`src/logic/kit_pkg.sv`:
```
// Purpose: Constants for the key port, IR carrier and transmission timer block
// Assumes: Register indices, widths and reset values shared by all design files
// Notes: All counts are in fx (mclk) cycles
//
// Behaviour
// - Scan read: pins when input, latch when output
// - Scan write always updates output latch
// - Scan resets output, all ones; pull-down input only
// - Control1 bit1 selects scan direction
// - Status bits7:4 key pins, bits1:0 read one
// - Control1 bit0 sense input on, else reads one
// - Reset leaves first sense input off
// - Status bit3 shows combined pin level
// - Control1 bit2 selects indicator output, resets high
// - Control1 bits5,4 pull-downs; off in output/off
// - Control0 resets 03h, bits7:6 read zero
// - Control1 resets 26h, bits7,6,3 read zero
// - Control0 bit2 replaces carrier with steady high
// - Control0 bit3 tick 64 or 128, halves carrier
// - Carrier select: fx/8, /64, /96, /96 third
// - Control0 bits5:4 give ROM pointer top bits
// - Nine-bit down counter, enable flag, zero detect
// - Nonzero load starts the timer
// - Decrement per tick; runs loaded plus one ticks
// - Done level holds while stopped; releases halt
// - Enabled: indicator low, transmit high/carrier while running
// - Carrier finishes high phase before stopping

package kit_pkg;

	// ----------------------------------------------------------------
	// Register indices
	// ----------------------------------------------------------------
	localparam logic [2:0] REG_KEY_SCAN_PORT = 3'h0;
	localparam logic [2:0] REG_KEY_AND_SENSE_STATUS = 3'h1;
	localparam logic [2:0] REG_CARRIER_TIMER_CONTROL = 3'h3;
	localparam logic [2:0] REG_PIN_MODE_CONTROL = 3'h4;
	localparam logic [2:0] REG_TIMER_LOW = 3'h5;
	localparam logic [2:0] REG_TIMER_HIGH = 3'h6;

	// ----------------------------------------------------------------
	// Reset values and masks
	// ----------------------------------------------------------------
	localparam logic [7:0] SCAN_RESET = 8'hff;
	localparam logic [7:0] CTL0_RESET = 8'h03;
	localparam logic [7:0] CTL1_RESET = 8'h26;
	localparam logic [7:0] CTL0_MASK = 8'h3f;
	localparam logic [7:0] CTL1_MASK = 8'h37;

	// ----------------------------------------------------------------
	// Field positions
	// ----------------------------------------------------------------
	localparam int CTL0_CARRIER_SELECT_LOW = 0;
	localparam int CTL0_CARRIER_SELECT_HIGH = 1;
	localparam int CTL0_CARRIER_GATE = 2;
	localparam int CTL0_DIVIDE_RATIO_SELECT = 3;
	localparam int CTL0_ROM_POINTER_BIT_EIGHT = 4;
	localparam int CTL0_ROM_POINTER_BIT_NINE = 5;
	localparam int CTL1_SENSE0_MODE = 0;
	localparam int CTL1_SCAN_MODE = 1;
	localparam int CTL1_INDICATOR_MODE = 2;
	localparam int CTL1_SENSE_PULL = 4;
	localparam int CTL1_KEY_PULL = 5;
	localparam int TMRH_COUNT_BIT_EIGHT = 0;
	localparam int TMRH_OUTPUT_ENABLE = 1;
	localparam int TMRH_DONE = 2;

	// ----------------------------------------------------------------
	// Timing counts in fx cycles
	// ----------------------------------------------------------------
	localparam logic [7:0] TICK_DIV_FULL = 8'h40;
	localparam logic [7:0] TICK_DIV_HALF = 8'h80;
	localparam logic [7:0] CARRIER_PERIOD_FAST = 8'h08;
	localparam logic [7:0] CARRIER_PERIOD_MID = 8'h40;
	localparam logic [7:0] CARRIER_PERIOD_SLOW = 8'h60;

	typedef enum logic [1:0] {
		CAR_FAST = 2'b00,
		CAR_MID = 2'b01,
		CAR_SLOW = 2'b10,
		CAR_SLOW_THIRD = 2'b11
	} kit_carrier_t;

endpackage : kit_pkg

```
`src/logic/kit_port_timer.sv`:
```
// Purpose: Key scan port, sense inputs, control registers, timer and IR output
// Assumes: Register port with read data one cycle after the read strobe
// Notes: Pin inputs are synchronised by two flip-flops before use
`timescale 1ns/1ps
`default_nettype none

module kit_port_timer (
	input wire logic mclk, // System clock fx, 25 MHz
	input wire logic rst_n, // Synchronous reset, active low
	input wire logic [2:0] regAddr, // Register index
	input wire logic [7:0] regWdata, // Write data
	input wire logic regWe, // Write strobe
	input wire logic regRe, // Read strobe
	output logic [7:0] regRdata, // Read data, cycle after strobe
	input wire logic [7:0] scanPinIn, // Scan port pin levels
	output logic [7:0] scanPinOut, // Scan port output latch
	output logic scanPinOe_n, // Scan port drive enable, low drives
	output logic scanPullEn, // Scan port pull-downs connected
	input wire logic [3:0] keyReturnIn, // Key-return pin levels
	output logic keyPullEn, // Key-return pull-downs connected
	input wire logic firstSenseInput, // First sense pin level
	output logic firstSenseEnable, // First sense input buffer on
	output logic firstSensePullEn, // First sense pull-down connected
	input wire logic senseIndicatorPinIn, // Combined pin level
	output logic senseIndicatorPinOut, // Combined pin drive value
	output logic senseIndicatorPinOe_n, // Combined pin drive enable, low drives
	output logic senseIndicatorPullEn, // Combined pin pull-down connected
	output logic irTransmitPin, // Infrared transmit output
	output logic [1:0] romPointerHigh, // ROM pointer bits nine and eight
	output logic timerDone // Timer stopped, releases timer halt
);

	// ----------------------------------------------------------------
	// Register state
	// ----------------------------------------------------------------
	logic [7:0] scanLatch_q;
	logic [7:0] ctl0_q;
	logic [7:0] ctl1_q;
	logic [7:0] timerStage_q;
	logic [8:0] count_q;
	logic timerOutEn_q;
	logic running_q;
	logic burst_q;
	logic [7:0] tickCnt_q;
	logic tick;
	logic startLoad;
	logic carrierHigh;
	logic burstNext;
	logic [8:0] loadValue;
	logic loadIsZero;

	// ----------------------------------------------------------------
	// Pin synchronisers
	// ----------------------------------------------------------------
	logic [7:0] scanMeta_q;
	logic [7:0] scanSync_q;
	logic [3:0] keyMeta_q;
	logic [3:0] keySync_q;
	logic [1:0] senseMeta_q;
	logic [1:0] senseSync_q;

	always_ff @(posedge mclk) begin
		if (!rst_n) begin
			scanMeta_q <= 8'h00;
			scanSync_q <= 8'h00;
		end else begin
			scanMeta_q <= scanPinIn;
			scanSync_q <= scanMeta_q;
		end
	end

	always_ff @(posedge mclk) begin
		if (!rst_n) begin
			keyMeta_q <= 4'h0;
			keySync_q <= 4'h0;
		end else begin
			keyMeta_q <= keyReturnIn;
			keySync_q <= keyMeta_q;
		end
	end

	always_ff @(posedge mclk) begin
		if (!rst_n) begin
			senseMeta_q <= 2'b00;
			senseSync_q <= 2'b00;
		end else begin
			senseMeta_q <= {senseIndicatorPinIn, firstSenseInput};
			senseSync_q <= senseMeta_q;
		end
	end

	// ----------------------------------------------------------------
	// Mode decode
	// ----------------------------------------------------------------
	logic scanIsOutput;
	logic sense0IsInput;
	logic indicatorIsOutput;
	logic gateOff;
	logic halfRate;

	assign scanIsOutput = ctl1_q[kit_pkg::CTL1_SCAN_MODE];
	assign sense0IsInput = ctl1_q[kit_pkg::CTL1_SENSE0_MODE];
	assign indicatorIsOutput = ctl1_q[kit_pkg::CTL1_INDICATOR_MODE];
	assign gateOff = ctl0_q[kit_pkg::CTL0_CARRIER_GATE];
	assign halfRate = ctl0_q[kit_pkg::CTL0_DIVIDE_RATIO_SELECT];

	// ----------------------------------------------------------------
	// Register write decode
	// ----------------------------------------------------------------
	function automatic logic write_hit(input logic we, input logic [2:0] addr,
		input logic [2:0] idx);
		write_hit = we && addr == idx;
	endfunction : write_hit

	// ----------------------------------------------------------------
	// Scan port latch
	// ----------------------------------------------------------------
	always_ff @(posedge mclk) begin
		if (!rst_n)
			scanLatch_q <= kit_pkg::SCAN_RESET;
		else if (write_hit(regWe, regAddr, kit_pkg::REG_KEY_SCAN_PORT))
			scanLatch_q <= regWdata;
	end

	// ----------------------------------------------------------------
	// Control registers
	// ----------------------------------------------------------------
	always_ff @(posedge mclk) begin
		if (!rst_n)
			ctl0_q <= kit_pkg::CTL0_RESET;
		else if (write_hit(regWe, regAddr, kit_pkg::REG_CARRIER_TIMER_CONTROL))
			ctl0_q <= regWdata & kit_pkg::CTL0_MASK;
	end

	always_ff @(posedge mclk) begin
		if (!rst_n)
			ctl1_q <= kit_pkg::CTL1_RESET;
		else if (write_hit(regWe, regAddr, kit_pkg::REG_PIN_MODE_CONTROL))
			ctl1_q <= regWdata & kit_pkg::CTL1_MASK;
	end

	// ----------------------------------------------------------------
	// Timer load
	// ----------------------------------------------------------------
	// The low byte is staged; writing the high register loads all nine bits
	assign startLoad = write_hit(regWe, regAddr, kit_pkg::REG_TIMER_HIGH);
	assign loadValue = {regWdata[kit_pkg::TMRH_COUNT_BIT_EIGHT], timerStage_q};
	assign loadIsZero = loadValue == 9'h000;

	always_ff @(posedge mclk) begin
		if (!rst_n)
			timerStage_q <= 8'h00;
		else if (write_hit(regWe, regAddr, kit_pkg::REG_TIMER_LOW))
			timerStage_q <= regWdata;
	end

	always_ff @(posedge mclk) begin
		if (!rst_n)
			timerOutEn_q <= 1'b0;
		else if (startLoad)
			timerOutEn_q <= regWdata[kit_pkg::TMRH_OUTPUT_ENABLE];
	end

	// ----------------------------------------------------------------
	// Timer tick prescaler
	// ----------------------------------------------------------------
	// Restarted on load so the run lasts exactly whole ticks
	assign tick = tickCnt_q == (halfRate ? kit_pkg::TICK_DIV_HALF : kit_pkg::TICK_DIV_FULL)
		- 8'h01;

	always_ff @(posedge mclk) begin
		if (!rst_n || startLoad || tick)
			tickCnt_q <= 8'h00;
		else
			tickCnt_q <= tickCnt_q + 8'h01;
	end

	// ----------------------------------------------------------------
	// Down counter and zero detect
	// ----------------------------------------------------------------
	always_ff @(posedge mclk) begin
		if (!rst_n)
			count_q <= 9'h000;
		else if (startLoad)
			count_q <= loadValue;
		else if (tick && count_q != 9'h000)
			count_q <= count_q - 9'h001;
	end

	// Running ends on the tick after the count reaches zero: loaded plus one ticks
	always_ff @(posedge mclk) begin
		if (!rst_n)
			running_q <= 1'b0;
		else if (startLoad)
			running_q <= !loadIsZero;
		else if (tick && count_q == 9'h000)
			running_q <= 1'b0;
	end

	always_ff @(posedge mclk) begin
		if (!rst_n)
			timerDone <= 1'b1;
		else if (startLoad)
			timerDone <= loadIsZero;
		else if (tick && count_q == 9'h000)
			timerDone <= 1'b1;
	end

	// ----------------------------------------------------------------
	// Carrier generator
	// ----------------------------------------------------------------
	kit_carrier_gen u_carrier (
		.mclk(mclk),
		.rst_n(rst_n),
		.carrierSel(ctl0_q[kit_pkg::CTL0_CARRIER_SELECT_HIGH:kit_pkg::CTL0_CARRIER_SELECT_LOW]),
		.halfRate(halfRate),
		.restart(startLoad),
		.carrierHigh(carrierHigh)
	);

	// ----------------------------------------------------------------
	// Transmit output with carrier synchronous stop
	// ----------------------------------------------------------------
	// A high carrier phase is finished before the burst ends
	assign burstNext = running_q || (burst_q && carrierHigh && !gateOff);

	always_ff @(posedge mclk) begin
		if (!rst_n)
			burst_q <= 1'b0;
		else
			burst_q <= burstNext;
	end

	always_ff @(posedge mclk) begin
		if (!rst_n)
			irTransmitPin <= 1'b0;
		else
			irTransmitPin <= timerOutEn_q && burstNext
				&& (gateOff || carrierHigh);
	end

	// ----------------------------------------------------------------
	// Pin drivers and pull-downs
	// ----------------------------------------------------------------
	always_ff @(posedge mclk) begin
		if (!rst_n) begin
			scanPinOut <= kit_pkg::SCAN_RESET;
			scanPinOe_n <= 1'b0;
		end else begin
			scanPinOut <= scanLatch_q;
			scanPinOe_n <= !scanIsOutput;
		end
	end

	always_ff @(posedge mclk) begin
		if (!rst_n) begin
			senseIndicatorPinOut <= 1'b1;
			senseIndicatorPinOe_n <= 1'b0;
		end else begin
			senseIndicatorPinOut <= !(timerOutEn_q && running_q);
			senseIndicatorPinOe_n <= !indicatorIsOutput;
		end
	end

	always_ff @(posedge mclk) begin
		if (!rst_n)
			scanPullEn <= 1'b0;
		else
			scanPullEn <= !scanIsOutput;
	end

	always_ff @(posedge mclk) begin
		if (!rst_n)
			keyPullEn <= 1'b1;
		else
			keyPullEn <= ctl1_q[kit_pkg::CTL1_KEY_PULL];
	end

	always_ff @(posedge mclk) begin
		if (!rst_n) begin
			firstSenseEnable <= 1'b0;
			firstSensePullEn <= 1'b0;
		end else begin
			firstSenseEnable <= sense0IsInput;
			firstSensePullEn <= ctl1_q[kit_pkg::CTL1_SENSE_PULL] && sense0IsInput;
		end
	end

	always_ff @(posedge mclk) begin
		if (!rst_n)
			senseIndicatorPullEn <= 1'b0;
		else
			senseIndicatorPullEn <= ctl1_q[kit_pkg::CTL1_SENSE_PULL]
				&& !indicatorIsOutput;
	end

	always_ff @(posedge mclk) begin
		if (!rst_n)
			romPointerHigh <= 2'b00;
		else
			romPointerHigh <= ctl0_q[kit_pkg::CTL0_ROM_POINTER_BIT_NINE:
				kit_pkg::CTL0_ROM_POINTER_BIT_EIGHT];
	end

	// ----------------------------------------------------------------
	// Read mux
	// ----------------------------------------------------------------
	logic [7:0] readMux;

	always_comb begin
		readMux = 8'h00;
		case (regAddr)
			kit_pkg::REG_KEY_SCAN_PORT:
				readMux = scanIsOutput ? scanLatch_q : scanSync_q;
			kit_pkg::REG_KEY_AND_SENSE_STATUS:
				readMux = {keySync_q, senseSync_q[1],
					sense0IsInput ? senseSync_q[0] : 1'b1, 2'b11};
			kit_pkg::REG_CARRIER_TIMER_CONTROL:
				readMux = ctl0_q & kit_pkg::CTL0_MASK;
			kit_pkg::REG_PIN_MODE_CONTROL:
				readMux = ctl1_q & kit_pkg::CTL1_MASK;
			kit_pkg::REG_TIMER_LOW:
				readMux = count_q[7:0];
			kit_pkg::REG_TIMER_HIGH:
				readMux = {5'h00, timerDone, timerOutEn_q, count_q[8]};
			default:
				readMux = 8'h00;
		endcase
	end

	always_ff @(posedge mclk) begin
		if (!rst_n)
			regRdata <= 8'h00;
		else if (regRe)
			regRdata <= readMux;
		else
			regRdata <= 8'h00;
	end

endmodule : kit_port_timer

`default_nettype wire

```
`src/logic/kit_carrier_gen.sv`:
```
// Purpose: Infrared carrier waveform generator
// Assumes: Single mclk domain, synchronous active-low reset
// Notes: Restart realigns the phase, so the first high phase is full length
`timescale 1ns/1ps
`default_nettype none

module kit_carrier_gen (
	input wire logic mclk, // System clock fx
	input wire logic rst_n, // Synchronous reset, active low
	input wire logic [1:0] carrierSel, // Carrier select bits
	input wire logic halfRate, // Halve carrier frequency
	input wire logic restart, // Restart phase at timer start
	output logic carrierHigh // Carrier level
);

	// ----------------------------------------------------------------
	// Period and high-width lookup
	// ----------------------------------------------------------------
	function automatic logic [7:0] period_of(input logic [1:0] sel, input logic half);
		logic [7:0] base;
		base = kit_pkg::CARRIER_PERIOD_SLOW;
		case (kit_pkg::kit_carrier_t'(sel))
			kit_pkg::CAR_FAST: base = kit_pkg::CARRIER_PERIOD_FAST;
			kit_pkg::CAR_MID: base = kit_pkg::CARRIER_PERIOD_MID;
			default: base = kit_pkg::CARRIER_PERIOD_SLOW;
		endcase
		period_of = half ? {base[6:0], 1'b0} : base;
	endfunction : period_of

	logic [7:0] period;
	logic [7:0] highLen;
	logic [7:0] phase_q;
	logic [7:0] phaseNext;

	// Wrap and restart both return to phase zero, the start of the high part
	assign phaseNext = (restart || phase_q >= period - 8'h01) ? 8'h00 : phase_q + 8'h01;

	always_comb begin
		period = period_of(carrierSel, halfRate);
		if (carrierSel == kit_pkg::CAR_SLOW_THIRD)
			highLen = period / 8'h03;
		else
			highLen = {1'b0, period[7:1]};
	end

	always_ff @(posedge mclk) begin
		if (!rst_n)
			phase_q <= 8'h00;
		else
			phase_q <= phaseNext;
	end

	always_ff @(posedge mclk) begin
		if (!rst_n)
			carrierHigh <= 1'b0;
		else
			carrierHigh <= phaseNext < highLen;
	end

endmodule : kit_carrier_gen

`default_nettype wire

```
`config.mk`:
```
export PLATFORM = sky130hd
export DESIGN_NAME = kit_port_timer
export DESIGN_NICKNAME = d
export VERILOG_FILES = /design/src/logic/kit_pkg.sv /design/src/logic/kit_port_timer.sv /design/src/logic/kit_carrier_gen.sv
export SDC_FILE = /design/constraint.sdc
export NUM_CORES = 1
export LEC_CHECK = 0
export BUFFER_PORTS_ARGS = -buffer_cell sky130_fd_sc_hd__buf_2
export CORE_MARGIN = 5
export CORE_UTILIZATION = 40
export DETAILED_ROUTE_END_ITERATION = 10
export SETUP_SLACK_MARGIN = 0.02
export SYNTH_ARGS = -nofsm -noshare
export SYNTH_HDL_FRONTEND = slang
export SYNTH_HIERARCHICAL = 1
export SYNTH_SLANG_ARGS = --single-unit
```
`constraint.sdc`:
```
create_clock -name mclk -period 3.9 [get_ports mclk]
set_input_delay 0.78 -clock mclk [delete_from_list [all_inputs] [get_ports mclk]]
set_output_delay 0.78 -clock mclk [all_outputs]
set_load 0.01 [all_outputs]
```
Word level (Yosys, flattened, before mapping)
Index checks and enable logic that the tools add are counted.
- output and inout bits: 28
- word-level logic and storage cells: 92
- bits in registers: 111
- order comparisons: 2
- div/mod/pow operators: 1
- add/subtract/negate cells: 5
- reductions and logical operators: 33
- eq/ne operators: 8
- multiplexer cells: 14
- operators by type and width (kind ; number):
    $pmux W8 S6 ; 1
    $mux W8 ; 5
    $logic_not A9 Y1 ; 2
    $mux W9 ; 2
    $add A8 B1 Y8 const B ; 2
    $sub A8 B1 Y8 const B ; 2
    $logic_and A1 B1 Y1 ; 14
    $pmux W7 S2 ; 1
    $eq A3 B3 Y1 const B ; 3
    $reduce_bool A9 Y1 ; 1
    $sub A9 B1 Y9 const B ; 1
    $div A8 B2 Y8 const B ; 1
    $eq A8 B8 Y1 ; 1
    $ge A8 B8 Y1 ; 1
    $lt A8 B8 Y1 ; 1
    $logic_not A1 Y1 ; 6
    $logic_or A1 B1 Y1 ; 5
    $mux W1 ; 5
    $reduce_bool A2 Y1 ; 2
    $eq A3 B1 Y1 const B ; 1
    $eq A3 B2 Y1 const B ; 1
    $logic_not A3 Y1 ; 1
    $eq A2 B1 Y1 const B ; 1
    $eq A2 B2 Y1 const B ; 1
    other kinds (2) ; 2

Depth between registers and ports, before layout
- depth after elaboration: 8
- mapped depth: 14
- depth with buffers taken out: 13

Modules after synthesis
Netlist, hierarchy kept.
- by module, submodules not included (module ; cells an instance ; area each (sq um) ; instances):
    kit_port_timer ; 413 ; 3834.9 ; 1
    kit_carrier_gen ; 104 ; 813.3 ; 1

Worst setup path after synthesis
No wires, ideal clock.
- path kind: register -> register
- from: register ctl0_q[1]
- to: register u_carrier.carrierHigh
- setup time: 119 ps
- data arrival time: 2635 ps
- cell stages (with the launch flop): 14
- slack: 1147 ps
- path buffers: 1
- cells stage by stage: dfxtp_1 -> clkbuf_1 -> nor2_1 -> mux2i_1 -> ha_1 -> a21o_1 -> a211oi_4 -> o21ai_0 -> nor2_1 -> ha_1 -> nand3_1 -> nor4_1 -> nor3_2 -> o221a_1
- cells in the longest elaborated chain, start to end: 8
- RTL lines (element ; line ; text):
    start, declared ; kit_port_timer.sv:37 ; logic [7:0] ctl0_q;
    start signal, assigned ; kit_port_timer.sv:130 ; ctl0_q <= kit_pkg::CTL0_RESET;
    start signal, assigned ; kit_port_timer.sv:132 ; ctl0_q <= regWdata & kit_pkg::CTL0_MASK;
    $eq A2 B1 Y1 / $logic_not A2 Y1 (equally long branches) ; kit_carrier_gen.sv:22 ; case (kit_pkg::kit_carrier_t'(sel))
    $pmux W7 S2 * ; kit_carrier_gen.sv:22 ;
    $mux W8 * ; kit_carrier_gen.sv:27 ; period_of = half ? {base[6:0], 1'b0} : base;
    $sub A8 B1 Y8 * ; kit_carrier_gen.sv:36 ; assign phaseNext = (restart || phase_q >= period - 8'h01) ? 8'h00 : phase_q + 8'h01;
    $ge A8 B8 Y1 * ; kit_carrier_gen.sv:36 ;
    $logic_or A1 B1 Y1 * ; kit_carrier_gen.sv:36 ;
    $mux W8 * ; kit_carrier_gen.sv:36 ;
    via u_carrier.phaseNext[6] ; kit_carrier_gen.sv:33 ; logic [7:0] phaseNext;
    $lt A8 B8 Y1 * ; kit_carrier_gen.sv:57 ; carrierHigh <= phaseNext < highLen;
    end signal, assigned ; kit_carrier_gen.sv:57 ;
    end, declared ; kit_carrier_gen.sv:13 ; output logic carrierHigh
Mark *: on every way through the listed nets, which the timed path passes. The rest lies on a longest branch.
A chain may end at the register's enable or synchronous reset.

Worst setup path in the final report
- from: register ctl0_q[0]
- to: register u_carrier.carrierHigh
Same word-level chain as after synthesis.

==> metrics.md <==
| Metric | Value |
|---|---|
| Status | completed |
| Data arrival time at the worst-slack endpoint | about 3.3 ns |
| Width of the die | about 120 um |
| Fin. max-slew vios | 0 |
| Placer congestion estimate | 0.868 |
| Total of cells resized after clock tree synthesis | 0 |
| Netlist area before placement | 0.00465 sq mm |
| Number of antenna violations at the first check in global routing | 0 |
| Latest clock arrival within the worst-skew pair | between 0.3 and 0.4 ns |
| Post-DR vias/cell | 5.29 |
| Number of hold buffers added after CTS | 0 |
| Sum of net half-perimeters after detailed placement | 7970 um |
| Register clock-pin slew on the reported worst setup and hold paths | 0.08 ns |
| 1st-iter DRT viols | 334 |
| Tightest Pin Transition | 1.08 ns |
| Number of antenna-violating nets in the routed design | 0 |
| CTS sink cnt | 111 |
| Setup repair after global routing missed its margin | no |
| Leakage power figure | approximately 2.2 nW |
| Vias after detailed routing | 3,749 |
| Port Buf Inserts | 56 |
| Number of detailed-routing iterations run before antenna repair | 7 |
| Relative slew slack | 26.7% |
| Highest attainable clock frequency | approximately 0.33 GHz |
| Number of standard cells after synthesis | 517 |
| Initial core utilization | ~40% |
| Finished Core Util | between 40% and 50% |
| Fraction of layout cells with a size suffix above 1 | 16.4% |
| Post-Synthesis Net Count | roughly 560 |
| Register bit count reported by yosys | ~110 |
| Worst Path Required | 4.14 ns |
| Core area | 0.0114 sq mm |
| Max Clock Skew | 0.0105 ns |
| Fin. Hold Viols | 0 |
| DRC viols | 0 |
| Mean instance size in the synthesized netlist | between 8 and 9 sq um |
| Path category of the worst min-delay check | flop to flop |
| Number of flops mapped to enable cells by yosys | 0 |
| Grt ovf | 0 |
| Count of warnings emitted by yosys | 6 |
| Post-CTS Repair Setup Buffers | 0 |
| Number of buffers inserted during clock tree synthesis | 9 |
| Ports | between 50 and 60 |
| Largest buffer count on any clock path | 2 |
| DR WL/cell | approximately 15 um |
| Power per Cell Area | 428 mW/mm^2 |
| VDD IR max | 0.266 mV |
| Predominant post-synthesis flop cell | sky130_fd_sc_hd__dfxtp_1 |
| Area of the die | between 0.01 and 0.015 sq mm |
| Synth-to-layout area growth | 14.3% |
| Antenna Cells | 0 |
| Die Height | 118 um |
| Critical path fanouts, max | 10 |
| Share of the clock period used by the worst path | about four fifths |
| First-pass GRT wire length | approximately 18,000 um |
| Sequential share of the synthesized area | a little under half |
| Via count of the first global-routing pass | ~3,600 |
| Cell row count | 39 |
| Final Setup Violations | 0 |
| Smallest hold slack | 0.425 ns |
| Final critical-path required period | 3.06 ns |
| Start-to-end type of the worst setup path | flop to flop |
| Overall routed net length | 10,900 um |
| Async set or reset register ratio after synthesis | 0% |
| Gr usage total | 16.0% |
| CTS tree | yes |
| Count of max-cap constraint violations | 0 |
| Layout net count | 606 |
| Distinct cell type count after synthesis | 57 |
| Pin count of the biggest net entering global routing | 74 |
| Root Buffer | sky130_fd_sc_hd__clkbuf_16 |
| Nature of the critical path startpoint | flop |
| Type of element capturing the critical path | flop |
| Clock H-tree levels | 3 |
| Accumulated negative setup slack | 0 ns |
-- cells by family (layout without fill, tap and decap cells) --
group / Yosys count / in the layout / share of synthesized area, %
and+or+nand+nor: 242 / 242 / 26.3
DFF: 111 / 111 / 47.8
AOI/OAI and AO/OA: 76 / 76 / 10.8
buffers and inverters: 39 / 88 / 3.39
muxes: 22 / 22 / 5.28
adders and majority gates: 16 / 16 / 4.31
xor gates and xnor gates: 11 / 11 / 2.07
-- state kept, by name, summed over array words and instances, names as in the netlist, 2 cells and up --
signal	count
count_q	9
regRdata	8
scanLatch_q	8
scanMeta_q	8
scanPinOut	8
scanSync_q	8
tickCnt_q	8
timerStage_q	8
u_carrier/phase_q	8
ctl0_q	6
ctl1_q	5
keyMeta_q	4
keySync_q	4
romPointerHigh	2
senseMeta_q	2
senseSync_q	2
-- critical path, stage by stage, from the launching register on --
cell and delay [ns]:
sky130_fd_sc_hd__dfxtp_1 0.54, sky130_fd_sc_hd__inv_1 0.16, sky130_fd_sc_hd__nor2_1 0.17, sky130_fd_sc_hd__mux2i_1 0.09, sky130_fd_sc_hd__ha_1 0.31, sky130_fd_sc_hd__a21o_1 0.21
sky130_fd_sc_hd__a211oi_4 0.31, sky130_fd_sc_hd__o21ai_0 0.17, sky130_fd_sc_hd__nor2_1 0.12, sky130_fd_sc_hd__ha_1 0.16, sky130_fd_sc_hd__nand3_1 0.11, sky130_fd_sc_hd__nor4_1 0.31
sky130_fd_sc_hd__nor3_2 0.06, sky130_fd_sc_hd__o221a_1 0.22
-- cell type report --
cell class | instances | area (sq um)
Clock inverter | 7 | 72.6
Fill cell | 1138 | 6100
Multi-Input combinational cell | 367 | 2270
Clock buffer | 9 | 225
Sequential cell | 111 | 2220
Tap cell | 143 | 179
Timing Repair Buffer | 58 | 295
Inverter | 14 | 52.6
-- worst paths after layout --
check | start | end | slack, ns | cells after the start
worst min register to register | running_q$_SDFFE_PN0P_ | senseIndicatorPinOut$_SDFF_PN1_ | 0.42 | 1
worst min-delay path | running_q$_SDFFE_PN0P_ | senseIndicatorPinOut$_SDFF_PN1_ | 0.42 | 1
worst max-delay path | ctl0_q[0]$_SDFFE_PN1P_ | u_carrier/carrierHigh$_SDFF_PN0_ | 0.84 | 13
worst max register to register | ctl0_q[0]$_SDFFE_PN1P_ | u_carrier/carrierHigh$_SDFF_PN0_ | 0.84 | 13
-- synth_stat cells, types with 5 or more instances --
master / number / area, sq um
sky130_fd_sc_hd__nand3_1: 36 / 180
sky130_fd_sc_hd__nand4_1: 6 / 37.5
sky130_fd_sc_hd__clkbuf_1: 17 / 63.8
sky130_fd_sc_hd__buf_2: 6 / 30.0
sky130_fd_sc_hd__a21oi_1: 27 / 135
sky130_fd_sc_hd__nor2_1: 46 / 173
sky130_fd_sc_hd__ha_1: 16 / 200
sky130_fd_sc_hd__nor4_1: 7 / 43.8
sky130_fd_sc_hd__o21a_1: 5 / 37.5
sky130_fd_sc_hd__xnor2_1: 6 / 52.6
sky130_fd_sc_hd__nor3_1: 12 / 60.1
sky130_fd_sc_hd__o21ai_0: 13 / 65.1
sky130_fd_sc_hd__nand2_1: 62 / 233
sky130_fd_sc_hd__and2_1: 34 / 213
sky130_fd_sc_hd__nand2b_1: 11 / 68.8
sky130_fd_sc_hd__mux2i_1: 14 / 140
sky130_fd_sc_hd__inv_1: 13 / 48.8
sky130_fd_sc_hd__dfxtp_1: 111 / 2220
sky130_fd_sc_hd__mux2_2: 7 / 78.8
sky130_fd_sc_hd__xor2_1: 5 / 43.8
-- layer usage --
metal | GRT usage [%] | vias up | wire [um]
li1 | - | 1878 | -
met1 | 21.8 | 1756 | 4950
met2 | 25.1 | 100 | 5070
met3 | 3.56 | 15 | 658
met4 | 5.59 | 0 | 231
met5 | 0 | - | 0
-- cell usage in the layout (no fill, tap or decap), types with 14 or more instances in the layout --
| cell type | instances |
|---|---|
| sky130_fd_sc_hd__and2_1 | 34 |
| sky130_fd_sc_hd__mux2i_1 | 14 |
| sky130_fd_sc_hd__nand3_1 | 36 |
| sky130_fd_sc_hd__ha_1 | 16 |
| sky130_fd_sc_hd__buf_2 | 56 |
| sky130_fd_sc_hd__dfxtp_1 | 111 |
| sky130_fd_sc_hd__nand2_1 | 62 |
| sky130_fd_sc_hd__a21oi_1 | 27 |
| sky130_fd_sc_hd__nor2_1 | 46 |
-- through the flow --
stage / instances / worst slack [ns] / power (W) / cell area [sq um]
CTS: 709 / 0.840 / 0.00229 / 5320
finish: 709 / 0.839 / 0.00227 / 5320
global route: 709 / 0.584 / 0.00236 / 5320
detailed placement: 693 / 0.849 / 0.00139 / 5020
global placement: 693 / 0.982 / 0.00139 / 5020
floorplan: 517 / 1.15 / 0.00133 / 4650
-- power breakdown --
| group | internal, W | switching [W] |
|---|---|---|
| Sequential | 0.00117 | 0.0000254 |
| Combinational | 0.0000707 | 0.0000994 |
| Clock | 0.000454 | 0.000455 |
Power figures use the tool's default switching activity.
